===== config.mk =====
export PLATFORM = sky130hd
export DESIGN_NAME = keypad_menu
export DESIGN_NICKNAME = d
export VERILOG_FILES = /design/src/pkg/keypad_pkg.sv /design/src/pkg/param_mem_if.sv /design/src/hdl/keypad_menu.sv /design/src/hdl/param_mem.sv
export SDC_FILE = /design/constraint.sdc
export NUM_CORES = 1
export LEC_CHECK = 0
export BUFFER_PORTS_ARGS = -buffer_cell sky130_fd_sc_hd__buf_4
export CAP_MARGIN = 30
export CORE_MARGIN = 3
export CORE_UTILIZATION = 50
export CTS_BUF_LIST = sky130_fd_sc_hd__clkbuf_8
export DETAILED_ROUTE_END_ITERATION = 10
export HOLD_SLACK_MARGIN = 0.08
export PLACE_DENSITY = 0.78
export SETUP_SLACK_MARGIN = 0.4
export SLEW_MARGIN = 20
export SYNTH_ARGS = -nofsm -noshare
export SYNTH_HDL_FRONTEND = slang
export SYNTH_HIERARCHICAL = 1
export SYNTH_SLANG_ARGS = --single-unit

===== constraint.sdc =====
create_clock -name clk -period 4.66 [get_ports clk]
set_clock_uncertainty 0.2 [all_clocks]
set_input_delay 0.932 -clock clk [delete_from_list [all_inputs] [get_ports clk]]
set_output_delay 0.932 -clock clk [all_outputs]
set_load 0.1 [all_outputs]

===== src/pkg/keypad_pkg.sv =====
// Purpose: Shared constants and types of the keypad menu and multi-function key logic
// Assumes: 25 MHz system clock, word-indexed register bus
// Notes: Register indices are word addresses on the bus

package keypad_pkg;

	localparam int CLK_FREQ_HZ = 25000000;
	localparam int DEBOUNCE_US = 1000;
	localparam int DEBOUNCE_CYCLES = (CLK_FREQ_HZ / 1000000) * DEBOUNCE_US;
	localparam int RAMP_STEP_US = 100;
	localparam int RAMP_CYCLES = (CLK_FREQ_HZ / 1000000) * RAMP_STEP_US;

	// Register word indices
	localparam logic [11:0] RUN_SOURCE_IDX = 12'h103;
	localparam logic [11:0] SETPOINT_IDX = 12'h10a;
	localparam logic [11:0] PARAM_BASE_IDX = 12'he00;
	localparam logic [11:0] MKEY_ACTION_IDX = 12'hf00;
	localparam logic [11:0] MONITOR_BASE_IDX = 12'hf0a;
	localparam logic [11:0] CONTROL_IDX = 12'hfe0;
	localparam logic [11:0] STATUS_IDX = 12'hfe1;

	// Reset values
	localparam logic [15:0] MKEY_ACTION_RST = 16'h0000;
	localparam logic [1:0] RUN_SOURCE_RST = 2'h0;
	localparam logic [15:0] SETPOINT_RST = 16'h1388;
	localparam int MONITOR_SLOTS = 5;
	localparam logic [MONITOR_SLOTS-1:0][5:0] MONITOR_RST = {6'h08, 6'h07, 6'h06, 6'h04, 6'h05};

	// Display codes
	localparam logic [5:0] DISP_REF_FREQ = 6'h04;
	localparam logic [5:0] DISP_RUN_FREQ = 6'h05;

	// Parameter memory layout
	localparam int PARAM_DEPTH = 16;
	localparam int PARAM_AW = 4;
	localparam int PARAM_W = 18;
	localparam int PARAM_RO_BIT = 17;
	localparam int PARAM_STOP_BIT = 16;

	// Control and status fields
	localparam int CTRL_PASSWORD_BIT = 0;
	localparam int STAT_RUNNING_BIT = 16;
	localparam int STAT_REVERSE_BIT = 17;
	localparam int STAT_PANEL_BIT = 18;
	localparam int STAT_JOGF_BIT = 19;
	localparam int STAT_JOGR_BIT = 20;
	localparam int STAT_EDIT_BIT = 21;
	localparam int STAT_SLOT_LSB = 22;

	// Key positions in the key vector
	localparam int NUM_KEYS = 8;
	localparam int KEY_ENTER = 0;
	localparam int KEY_ESCAPE = 1;
	localparam int KEY_UP = 2;
	localparam int KEY_DOWN = 3;
	localparam int KEY_RUN = 4;
	localparam int KEY_STOP = 5;
	localparam int KEY_SHIFT = 6;
	localparam int KEY_MULTI = 7;

	typedef enum logic [2:0] {
		MKEY_OFF = 3'h0,
		MKEY_CHANNEL = 3'h1,
		MKEY_DIR = 3'h2,
		MKEY_FWD_JOG = 3'h3,
		MKEY_REV_JOG = 3'h4
	} mkey_e;

	typedef enum logic [1:0] {
		SRC_PANEL = 2'h0,
		SRC_TERMINAL = 2'h1,
		SRC_COMM = 2'h2
	} src_e;

	typedef enum logic [1:0] {
		MENU_L2 = 2'b00,
		MENU_FETCH = 2'b01,
		MENU_EDIT = 2'b11,
		MENU_COMMIT = 2'b10
	} menu_e;

	typedef enum logic [1:0] {
		BUS_IDLE = 2'b00,
		BUS_MEM = 2'b01,
		BUS_DONE = 2'b11
	} bus_e;

endpackage


===== src/pkg/param_mem_if.sv =====
// Purpose: Port of the parameter store
// Assumes: One access per cycle, read data one cycle later
// Notes: None

`timescale 1ns/1ps

interface param_mem_if;
	import keypad_pkg::*;
	logic en;
	logic we;
	logic [PARAM_AW-1:0] addr;
	logic [PARAM_W-1:0] wdata;
	logic [PARAM_W-1:0] rdata;
	modport ctrl (output en, output we, output addr, output wdata, input rdata);
	modport store (input en, input we, input addr, input wdata, output rdata);
endinterface


===== src/hdl/keypad_menu.sv =====
// Purpose: Keypad menu editing, multi-function key, run/stop/shift handling
// Assumes: Key inputs synchronous to clk, high while pressed
// Notes: Avalon-MM slave with word addressing and waitrequest
//
// Function
// RULE_01: Enter in edit level commits value, returns to list, selects next parameter.
// RULE_02: Escape in edit level drops the change, returns to list on same parameter.
// RULE_03: Edited value blinks only when writable; steady value means edit refused.
// RULE_04: Stop-only parameters refuse edits while running, accept them when stopped.
// RULE_05: An active user password blocks keypad value changes.
// RULE_06: Action field selects off, channel toggle, reversal, forward jog, reverse jog.
// RULE_07: Action code 0 makes multi-function key presses do nothing.
// RULE_08: Channel toggle with panel run source leaves the channel unchanged.
// RULE_09: Channel toggle with terminal source swaps terminal and panel control.
// RULE_10: Channel toggle with communication source swaps communication and panel control.
// RULE_11: Action 2 inverts frequency direction, only with panel channel active.
// RULE_12: Action 3 commands forward jog, only with panel channel active.
// RULE_13: Action 4 commands reverse jog, only with panel channel active.
// RULE_14: Multi-function key works both stopped and running.
// RULE_15: Run starts acceleration; display shows running frequency until setpoint reached.
// RULE_16: Stop makes the motor decelerate to a halt.
// RULE_17: Shift while running cycles through running monitor selections.
// RULE_18: Run source field: 0 panel, 1 terminal, 2 communication, default 0.
// RULE_19: Shift rotation covers at most five monitor selections.
// RULE_20: Keys are debounced and edge detected, one action per press.
//
// Local design decision: the Avalon-MM interface to the registers.

`timescale 1ns/1ps

module keypad_menu
	import keypad_pkg::*;
#(
	parameter int DEBOUNCE_CYC = DEBOUNCE_CYCLES
)
(
	input wire logic clk,
	input wire logic reset,
	input wire logic enterKey,
	input wire logic menuEscapeKey,
	input wire logic upKey,
	input wire logic downKey,
	input wire logic runKey,
	input wire logic stopKey,
	input wire logic shiftKey,
	input wire logic multiKey,
	input wire logic [11:0] address,
	input wire logic read,
	input wire logic write,
	input wire logic [31:0] writedata,
	input wire logic [3:0] byteenable,
	output logic [31:0] readdata,
	output logic waitrequest,
	output logic motorRun,
	output logic reverseDir,
	output logic forwardJog,
	output logic reverseJog,
	output logic panelActive,
	output logic [15:0] runFrequency,
	output logic [5:0] displayCode,
	output logic [2:0] monitorSlot,
	output logic menuEditing,
	output logic [PARAM_AW-1:0] paramIndex,
	output logic [15:0] editValue,
	output logic valueBlink
);

	typedef struct packed {
		menu_e menu;
		bus_e bus;
		logic [PARAM_AW-1:0] paramIdx;
		logic [15:0] editValue;
		logic editRo;
		logic editStop;
		logic [NUM_KEYS-1:0] samp;
		logic [NUM_KEYS-1:0] keyLevel;
		logic [NUM_KEYS-1:0] keyPrev;
		logic [19:0] debCnt;
		logic [11:0] rampCnt;
		logic [15:0] mkeyAction;
		logic [1:0] runSource;
		logic [15:0] setpoint;
		logic [MONITOR_SLOTS-1:0][5:0] monitor;
		logic password;
		logic panelTaken;
		logic chanPanel;
		logic running;
		logic dirReverse;
		logic jogFwd;
		logic jogRev;
		logic [15:0] runFreq;
		logic [2:0] slot;
		logic [5:0] dispCode;
		logic valueBlink;
		logic editing;
		logic waitreq;
		logic [31:0] readdata;
	} top_s;

	top_s s_q;
	top_s s_d;
	logic [NUM_KEYS-1:0] keyRaw;
	logic [NUM_KEYS-1:0] agree;
	logic [NUM_KEYS-1:0] press;
	logic writable;
	logic [2:0] mkeyCode;
	logic [2:0] monIdx;

	param_mem_if memBus ();

	param_mem u_mem (
		.clk(clk),
		.reset(reset),
		.port(memBus.store)
	);

	function automatic logic [15:0] merge16(input logic [15:0] old, input logic [31:0] wd,
			input logic [3:0] be);
		merge16 = {be[1] ? wd[15:8] : old[15:8], be[0] ? wd[7:0] : old[7:0]};
	endfunction

	function automatic logic editAllowed(input logic ro, input logic stopOnly,
			input logic run, input logic pw);
		editAllowed = !ro && !(stopOnly && run) && !pw;
	endfunction

	function automatic logic isMonitor(input logic [11:0] a);
		isMonitor = (a >= MONITOR_BASE_IDX) && (a < MONITOR_BASE_IDX + 12'(MONITOR_SLOTS));
	endfunction

	////////////////////////////////////////////////////////////////////////////////

	assign keyRaw = {multiKey, shiftKey, stopKey, runKey, downKey, upKey, menuEscapeKey,
		enterKey};

	always_comb begin
		s_d = s_q;
		agree = ~(s_q.samp ^ keyRaw);
		press = s_q.keyLevel & ~s_q.keyPrev; // RULE_20
		writable = editAllowed(s_q.editRo, s_q.editStop, s_q.running, s_q.password); // RULE_04
		mkeyCode = (s_q.mkeyAction > 16'h0004) ? MKEY_OFF : s_q.mkeyAction[2:0]; // RULE_06
		monIdx = 3'(address - MONITOR_BASE_IDX);
		memBus.en = 1'b0;
		memBus.we = 1'b0;
		memBus.addr = s_q.paramIdx;
		memBus.wdata = {s_q.editRo, s_q.editStop, s_q.editValue};

		// Debounce: a level is taken only after two agreeing samples
		s_d.keyPrev = s_q.keyLevel;
		if (s_q.debCnt == 20'(DEBOUNCE_CYC - 1)) begin
			s_d.debCnt = '0;
			s_d.samp = keyRaw;
			s_d.keyLevel = (agree & keyRaw) | (~agree & s_q.keyLevel); // RULE_20
		end else begin
			s_d.debCnt = s_q.debCnt + 20'h00001;
		end

		// Menu
		unique case (s_q.menu)
			MENU_L2: begin
				if (press[KEY_ENTER]) begin
					memBus.en = 1'b1;
					s_d.menu = MENU_FETCH;
				end else if (press[KEY_UP]) begin
					s_d.paramIdx = s_q.paramIdx + 4'h1;
				end else if (press[KEY_DOWN]) begin
					s_d.paramIdx = s_q.paramIdx - 4'h1;
				end
			end
			MENU_FETCH: begin
				s_d.editValue = memBus.rdata[15:0];
				s_d.editRo = memBus.rdata[PARAM_RO_BIT];
				s_d.editStop = memBus.rdata[PARAM_STOP_BIT];
				s_d.menu = MENU_EDIT;
			end
			MENU_EDIT: begin
				if (press[KEY_ENTER]) begin
					if (writable) begin
						s_d.menu = MENU_COMMIT; // RULE_01
					end else begin
						s_d.menu = MENU_L2;
						s_d.paramIdx = s_q.paramIdx + 4'h1;
					end
				end else if (press[KEY_ESCAPE]) begin
					s_d.menu = MENU_L2; // RULE_02
				end else if (press[KEY_UP] && writable) begin
					s_d.editValue = s_q.editValue + 16'h0001; // RULE_05
				end else if (press[KEY_DOWN] && writable) begin
					s_d.editValue = s_q.editValue - 16'h0001; // RULE_05
				end
			end
			MENU_COMMIT: begin
				memBus.en = 1'b1;
				memBus.we = 1'b1;
				s_d.paramIdx = s_q.paramIdx + 4'h1; // RULE_01
				s_d.menu = MENU_L2;
			end
		endcase

		////////////////////////////////////////////////////////////////////////////////
		// Register bus; the parameter store is shared with the menu, menu first

		unique case (s_q.bus)
			BUS_IDLE: begin
				if (read || write) begin
					if (address[11:4] == PARAM_BASE_IDX[11:4]) begin
						if (!memBus.en) begin
							memBus.en = 1'b1;
							memBus.we = write;
							memBus.addr = address[PARAM_AW-1:0];
							memBus.wdata = writedata[PARAM_W-1:0];
							s_d.bus = BUS_MEM;
						end
					end else begin
						s_d.bus = BUS_DONE;
						s_d.readdata = 32'h00000000;
						if (read) begin
							if (address == MKEY_ACTION_IDX) begin
								s_d.readdata[15:0] = s_q.mkeyAction;
							end else if (address == RUN_SOURCE_IDX) begin
								s_d.readdata[1:0] = s_q.runSource;
							end else if (address == SETPOINT_IDX) begin
								s_d.readdata[15:0] = s_q.setpoint;
							end else if (isMonitor(address)) begin
								s_d.readdata[5:0] = s_q.monitor[monIdx];
							end else if (address == CONTROL_IDX) begin
								s_d.readdata[CTRL_PASSWORD_BIT] = s_q.password;
							end else if (address == STATUS_IDX) begin
								s_d.readdata[15:0] = s_q.runFreq;
								s_d.readdata[STAT_RUNNING_BIT] = s_q.running;
								s_d.readdata[STAT_REVERSE_BIT] = s_q.dirReverse;
								s_d.readdata[STAT_PANEL_BIT] = s_q.chanPanel;
								s_d.readdata[STAT_JOGF_BIT] = s_q.jogFwd;
								s_d.readdata[STAT_JOGR_BIT] = s_q.jogRev;
								s_d.readdata[STAT_EDIT_BIT] = (s_q.menu == MENU_EDIT);
								s_d.readdata[STAT_SLOT_LSB +: 3] = s_q.slot;
							end
						end else begin
							if (address == MKEY_ACTION_IDX) begin
								s_d.mkeyAction = merge16(s_q.mkeyAction, writedata, byteenable);
							end else if (address == RUN_SOURCE_IDX) begin
								if (byteenable[0] && writedata[1:0] != 2'h3) begin
									s_d.runSource = writedata[1:0]; // RULE_18
								end
							end else if (address == SETPOINT_IDX) begin
								s_d.setpoint = merge16(s_q.setpoint, writedata, byteenable);
							end else if (isMonitor(address) && byteenable[0]) begin
								s_d.monitor[monIdx] = writedata[5:0];
							end else if (address == CONTROL_IDX && byteenable[0]) begin
								s_d.password = writedata[CTRL_PASSWORD_BIT];
							end
						end
					end
				end
			end
			BUS_MEM: begin
				s_d.readdata = {14'h0000, memBus.rdata};
				s_d.bus = BUS_DONE;
			end
			BUS_DONE: begin
				s_d.bus = BUS_IDLE;
			end
			default: begin
				s_d.bus = BUS_IDLE;
			end
		endcase
		s_d.waitreq = (s_d.bus != BUS_DONE);

		////////////////////////////////////////////////////////////////////////////////
		// Multi-function key, honoured stopped or running

		if (press[KEY_MULTI]) begin // RULE_14 RULE_07
			if (mkeyCode == MKEY_CHANNEL && s_q.runSource != SRC_PANEL) begin // RULE_08
				s_d.panelTaken = !s_q.panelTaken; // RULE_09 RULE_10
			end else if (mkeyCode == MKEY_DIR && s_q.chanPanel) begin
				s_d.dirReverse = !s_q.dirReverse; // RULE_11
			end
		end
		s_d.jogFwd = (mkeyCode == MKEY_FWD_JOG) && s_q.chanPanel && s_q.keyLevel[KEY_MULTI]; // RULE_12
		s_d.jogRev = (mkeyCode == MKEY_REV_JOG) && s_q.chanPanel && s_q.keyLevel[KEY_MULTI]; // RULE_13
		s_d.chanPanel = (s_d.runSource == SRC_PANEL) || s_d.panelTaken;

		// Run, stop and shift
		if (press[KEY_STOP] && s_q.chanPanel) begin
			s_d.running = 1'b0; // RULE_16
		end else if (press[KEY_RUN] && s_q.chanPanel) begin
			s_d.running = 1'b1; // RULE_15
		end
		if (press[KEY_SHIFT] && s_q.running) begin
			s_d.slot = (s_q.slot == 3'(MONITOR_SLOTS - 1)) ? 3'h0 : s_q.slot + 3'h1; // RULE_17 RULE_19
		end

		// Frequency ramp towards setpoint while running, towards zero after stop
		if (s_q.rampCnt == 12'(RAMP_CYCLES - 1)) begin
			s_d.rampCnt = '0;
			if (s_q.running && s_q.runFreq < s_q.setpoint) begin
				s_d.runFreq = s_q.runFreq + 16'h0001; // RULE_15
			end else if (s_q.runFreq > (s_q.running ? s_q.setpoint : 16'h0000)) begin
				s_d.runFreq = s_q.runFreq - 16'h0001; // RULE_16
			end
		end else begin
			s_d.rampCnt = s_q.rampCnt + 12'h001;
		end

		if (!s_d.running) begin
			s_d.dispCode = DISP_REF_FREQ;
		end else if (s_d.runFreq < s_d.setpoint) begin
			s_d.dispCode = DISP_RUN_FREQ; // RULE_15
		end else begin
			s_d.dispCode = s_d.monitor[s_d.slot]; // RULE_17
		end
		s_d.editing = (s_d.menu == MENU_EDIT);
		s_d.valueBlink = (s_d.menu == MENU_EDIT) &&
			editAllowed(s_d.editRo, s_d.editStop, s_d.running, s_d.password); // RULE_03
	end

	always_ff @(posedge clk) begin
		if (reset) begin
			s_q <= '0;
			s_q.menu <= MENU_L2;
			s_q.bus <= BUS_IDLE;
			s_q.waitreq <= 1'b1;
			s_q.mkeyAction <= MKEY_ACTION_RST;
			s_q.runSource <= RUN_SOURCE_RST;
			s_q.setpoint <= SETPOINT_RST;
			s_q.monitor <= MONITOR_RST;
			s_q.chanPanel <= 1'b1;
			s_q.dispCode <= DISP_REF_FREQ;
		end else begin
			s_q <= s_d;
		end
	end

	assign readdata = s_q.readdata;
	assign waitrequest = s_q.waitreq;
	assign motorRun = s_q.running;
	assign reverseDir = s_q.dirReverse;
	assign forwardJog = s_q.jogFwd;
	assign reverseJog = s_q.jogRev;
	assign panelActive = s_q.chanPanel;
	assign runFrequency = s_q.runFreq;
	assign displayCode = s_q.dispCode;
	assign monitorSlot = s_q.slot;
	assign menuEditing = s_q.editing;
	assign paramIndex = s_q.paramIdx;
	assign editValue = s_q.editValue;
	assign valueBlink = s_q.valueBlink;
endmodule


===== src/hdl/param_mem.sv =====
// Purpose: Store of editable parameters with their lock attributes
// Assumes: Single port, registered read data
// Notes: Cleared by reset

`timescale 1ns/1ps

module param_mem
	import keypad_pkg::*;
(
	input wire logic clk,
	input wire logic reset,
	param_mem_if.store port
);

	typedef struct packed {
		logic [PARAM_DEPTH-1:0][PARAM_W-1:0] cells;
		logic [PARAM_W-1:0] rdata;
	} mem_s;

	mem_s s_q;
	mem_s s_d;

	always_comb begin
		s_d = s_q;
		if (port.en) begin
			if (port.we) begin
				s_d.cells[port.addr] = port.wdata;
			end
			s_d.rdata = s_q.cells[port.addr];
		end
	end

	always_ff @(posedge clk) begin
		if (reset) begin
			s_q <= '0;
		end else begin
			s_q <= s_d;
		end
	end

	assign port.rdata = s_q.rdata;

endmodule


==> impl_results.md <==
- Critical path startpoint category: flop
- Slew margin rel.: 30.5%
- Fin crit share: 89.4%
- Pwr dens: between 300 and 400 nW/um2
- Max-cap violation count: 0
- Vias in the first global route: 21200
- Die Span X: 234 um
- Largest net degree at the start of global routing: 161
- Setup crit end kind: flop
- Layout overhead on the synthesized area: 10.5%
- Top cells by area, synth: dfxtp_1, nand2_1, a21oi_1, mux2i_1, ha_1
- Pins Over Slew Limit: 0
- Via density: 5.92
- Fmax: 0.240 GHz
- Sw frac: 23.8%
- # rows: 82
- Die Height: 234 um
- Yosys top cell area share: between 30% and 40%
- Async SR Flop Fraction: 0%
- Aggregate global routing overflow: 0
- Initial antenna violation count: 0
- Layout cell share with drive strength beyond 1: around 15%
- Inserted Clock Buffers: 83
- Sequential share of power: 50.3%
- Most common cell after layout, fill and taps aside: nand2_1
- Die area: 54800 um2
- Hold Crit Class: flop to flop
- Maximum fanout along the worst path: 7
- Most frequent cells in the layout: nand2_1, dfxtp_1, a21oi_1
- Static Leakage: 0.0100 uW
- Root Buffer: clkbuf_8
- Clk pwr share: 46.0%
- Main synth FF type: dfxtp_1
- Starting density of the core: between 50% and 60%
- Post-route ant nets: 0
- Port Buffers: 121
- TritonRoute pass-1 iters: 7
- Crit path DAT: 4.49 ns
- Final net count: roughly 3300
- Placer congestion estimate: 0.937
- Clk sink count: about 510
- Initial DRC count: roughly 2700
- TritonCTS clock tree: built
- Post-synth EDFFs: 0
- DP Worst Slack: 0.0208 ns
- Vias: 23300
- Clock transition at the registers of the reported paths: 0.06 ns
- Synth unique cells: 93
- Status: complete, no violations
- Fin. Hold Viols: 0
- Peak supply drop: 0.000173 V
- Switching power: 2080 uW
- Worst hold slack: 0.253 ns
- PnR worst setup slack: 0.496 ns
- WL final: 75.1 mm
- Worst Path Class, Setup: flop to flop
- Slew at the pin closest to its max-slew limit: 1.03 ns
- # setup viols final: 0
- Worst-skew pair later-pin latency: 0.65 ns
- Global-route wire length before repair: between 100 and 150 mm
- Mapped Cells: between 3000 and 4000
- Setup Total Neg Slack: 0 ns
- Yosys warning count: 6
- DRC violations left: 0
- Sequential area share after synthesis: 39.4%
- Required time of the critical path: 4.99 ns
- Synthesized cell area: 26000 um2
- Boundary pin count: 145
- CTS H-tree lvls: 3
- Synthesized flop and latch total: 512
- Minimum clock period: around 4.2 ns
- Hold-fix buffers, CTS: 0
- RSZ-0062 raised after global routing: no
- DP Wirelength: ~50 mm
- Clk buf depth: 3
- Total power: about 9000 uW
- Dominant cell type by area after synthesis: dfxtp_1
- Avg Cell Area, Syn: 8.12 um2
- Antenna cells: 0
- Gr usage total: 26.2%
- Wire per inst: between 15 and 20 um
- Gate power share: 3.7%
- Placeable Area: 50800 um2
- Int Pwr: 6680 uW
-- power by group through the flow --
stage,registers (uW),logic [uW],clock network (uW)
2_1_floorplan,4500,223,0
3_3_place_gp,4500,315,0
3_5_place_dp,4500,318,0
4_1_cts,4410,318,4080
5_1_grt,4400,343,4260
6_report,4410,327,4030
-- routing by layer --
layer / track usage [%] / part of all wire (%)
met5: 0 / 0
met1: 35.4 / 42
met4: 12.2 / 4.3
met3: 4.64 / 9.2
met2: 40.7 / 45
-- sequential cells by signal (all words and copies together), names as in the netlist, named ones only --
name,flops
u_mem/s_q,288
s_q,120
readdata,25
u_mem/port.rdata,18
editValue,16
runFrequency,16
displayCode,6
paramIndex,4
monitorSlot,3
forwardJog,1
menuEditing,1
motorRun,1
panelActive,1
reverseDir,1
reverseJog,1
valueBlink,1
waitrequest,1
-- cells by family after synthesis --
group                    count (synthesis)  share of synthesized area (%)
flip-flops                             512                           39.4
multiplexers                           192                           8.63
adder cells (fa/ha/maj)                 72                           3.49
XOR/XNOR                                52                           1.75
AO/OA/AOI/OAI                          738                           16.6
buffers and inverters                  384                           8.09
AND/OR/NAND/NOR                       1256                           22.0
other                                    1                         0.0144
-- path summary, 6_finish.rpt --
| path | startpoint | to | slack (ns) | cells past startpoint |
|---|---|---|---|---|
| hold / removal | u_mem/s_q[59]$_SDFFE_PP0P_ | u_mem/s_q[59]$_SDFFE_PP0P_ | 0.25 | 2 |
| setup / recovery | motorRun$_SDFF_PP0_ | displayCode[3]$_SDFF_PP0_ | 0.50 | 20 |
| hold reg to reg | u_mem/s_q[59]$_SDFFE_PP0P_ | u_mem/s_q[59]$_SDFFE_PP0P_ | 0.25 | 2 |
| setup reg to reg | motorRun$_SDFF_PP0_ | displayCode[3]$_SDFF_PP0_ | 0.50 | 20 |
-- metrics by stage --
| step | instances | utilization (%) | cell area, um2 |
|---|---|---|---|
| global route | 3932 | 56.6 | 28800 |
| floorplan | 3213 | - | 26100 |
| CTS | 3918 | 56.2 | 28500 |
| global placement | 3773 | 52.7 | 26800 |
| detailed placement | 3773 | 52.8 | 26800 |
| finish | 3932 | 56.6 | 28800 |
-- what timing repair did --
item	CTS	global route
pin swaps	1	18
buffers inserted	2	12
gates cloned	0	0
setup endpoints to repair	6	6
resized for setup	2	26
-- critical path, stage by stage (launching register included) --
cell and delay [ns]:
dfxtp_4 0.37, buf_6 0.14, and2_1 0.14, ha_1 0.17
nor2b_1 0.11, o211ai_1 0.15, a2111o_1 0.39, o211ai_1 0.20
o211ai_1 0.18, a21oi_2 0.25, o21ai_2 0.11, xnor2_1 0.21
ha_1 0.28, a21o_1 0.17, a21o_1 0.18, a21oi_2 0.12
o21ai_1 0.07, buf_4 0.16, a22oi_2 0.20, buf_6 0.14
a21boi_0 0.09
-- cells in the mapped netlist, types with 35 or more instances --
library cell  instances
nand3_1              46
dfxtp_1             512
mux2i_1             140
a21oi_1             418
buf_2                47
nand2_1             750
inv_1                50
buf_4               109
nor3_1               38
nor2_1              178
ha_1                 71
clkbuf_1            145
o22ai_1              45
and2_1               35
o21ai_0              90
-- area by class of cell --
cell class / count / area [um2]
Clock buffer: 110 / 1510
Clock inverter: 33 / 206
Tap cell: 672 / 841
Sequential cell: 512 / 10300
Inverter: 50 / 188
Fill cell: 4470 / 22000
Multi-Input combinational cell: 2317 / 13800
Timing Repair Buffer: 238 / 1910
Note: power is estimated with default switching activity, not from simulation.
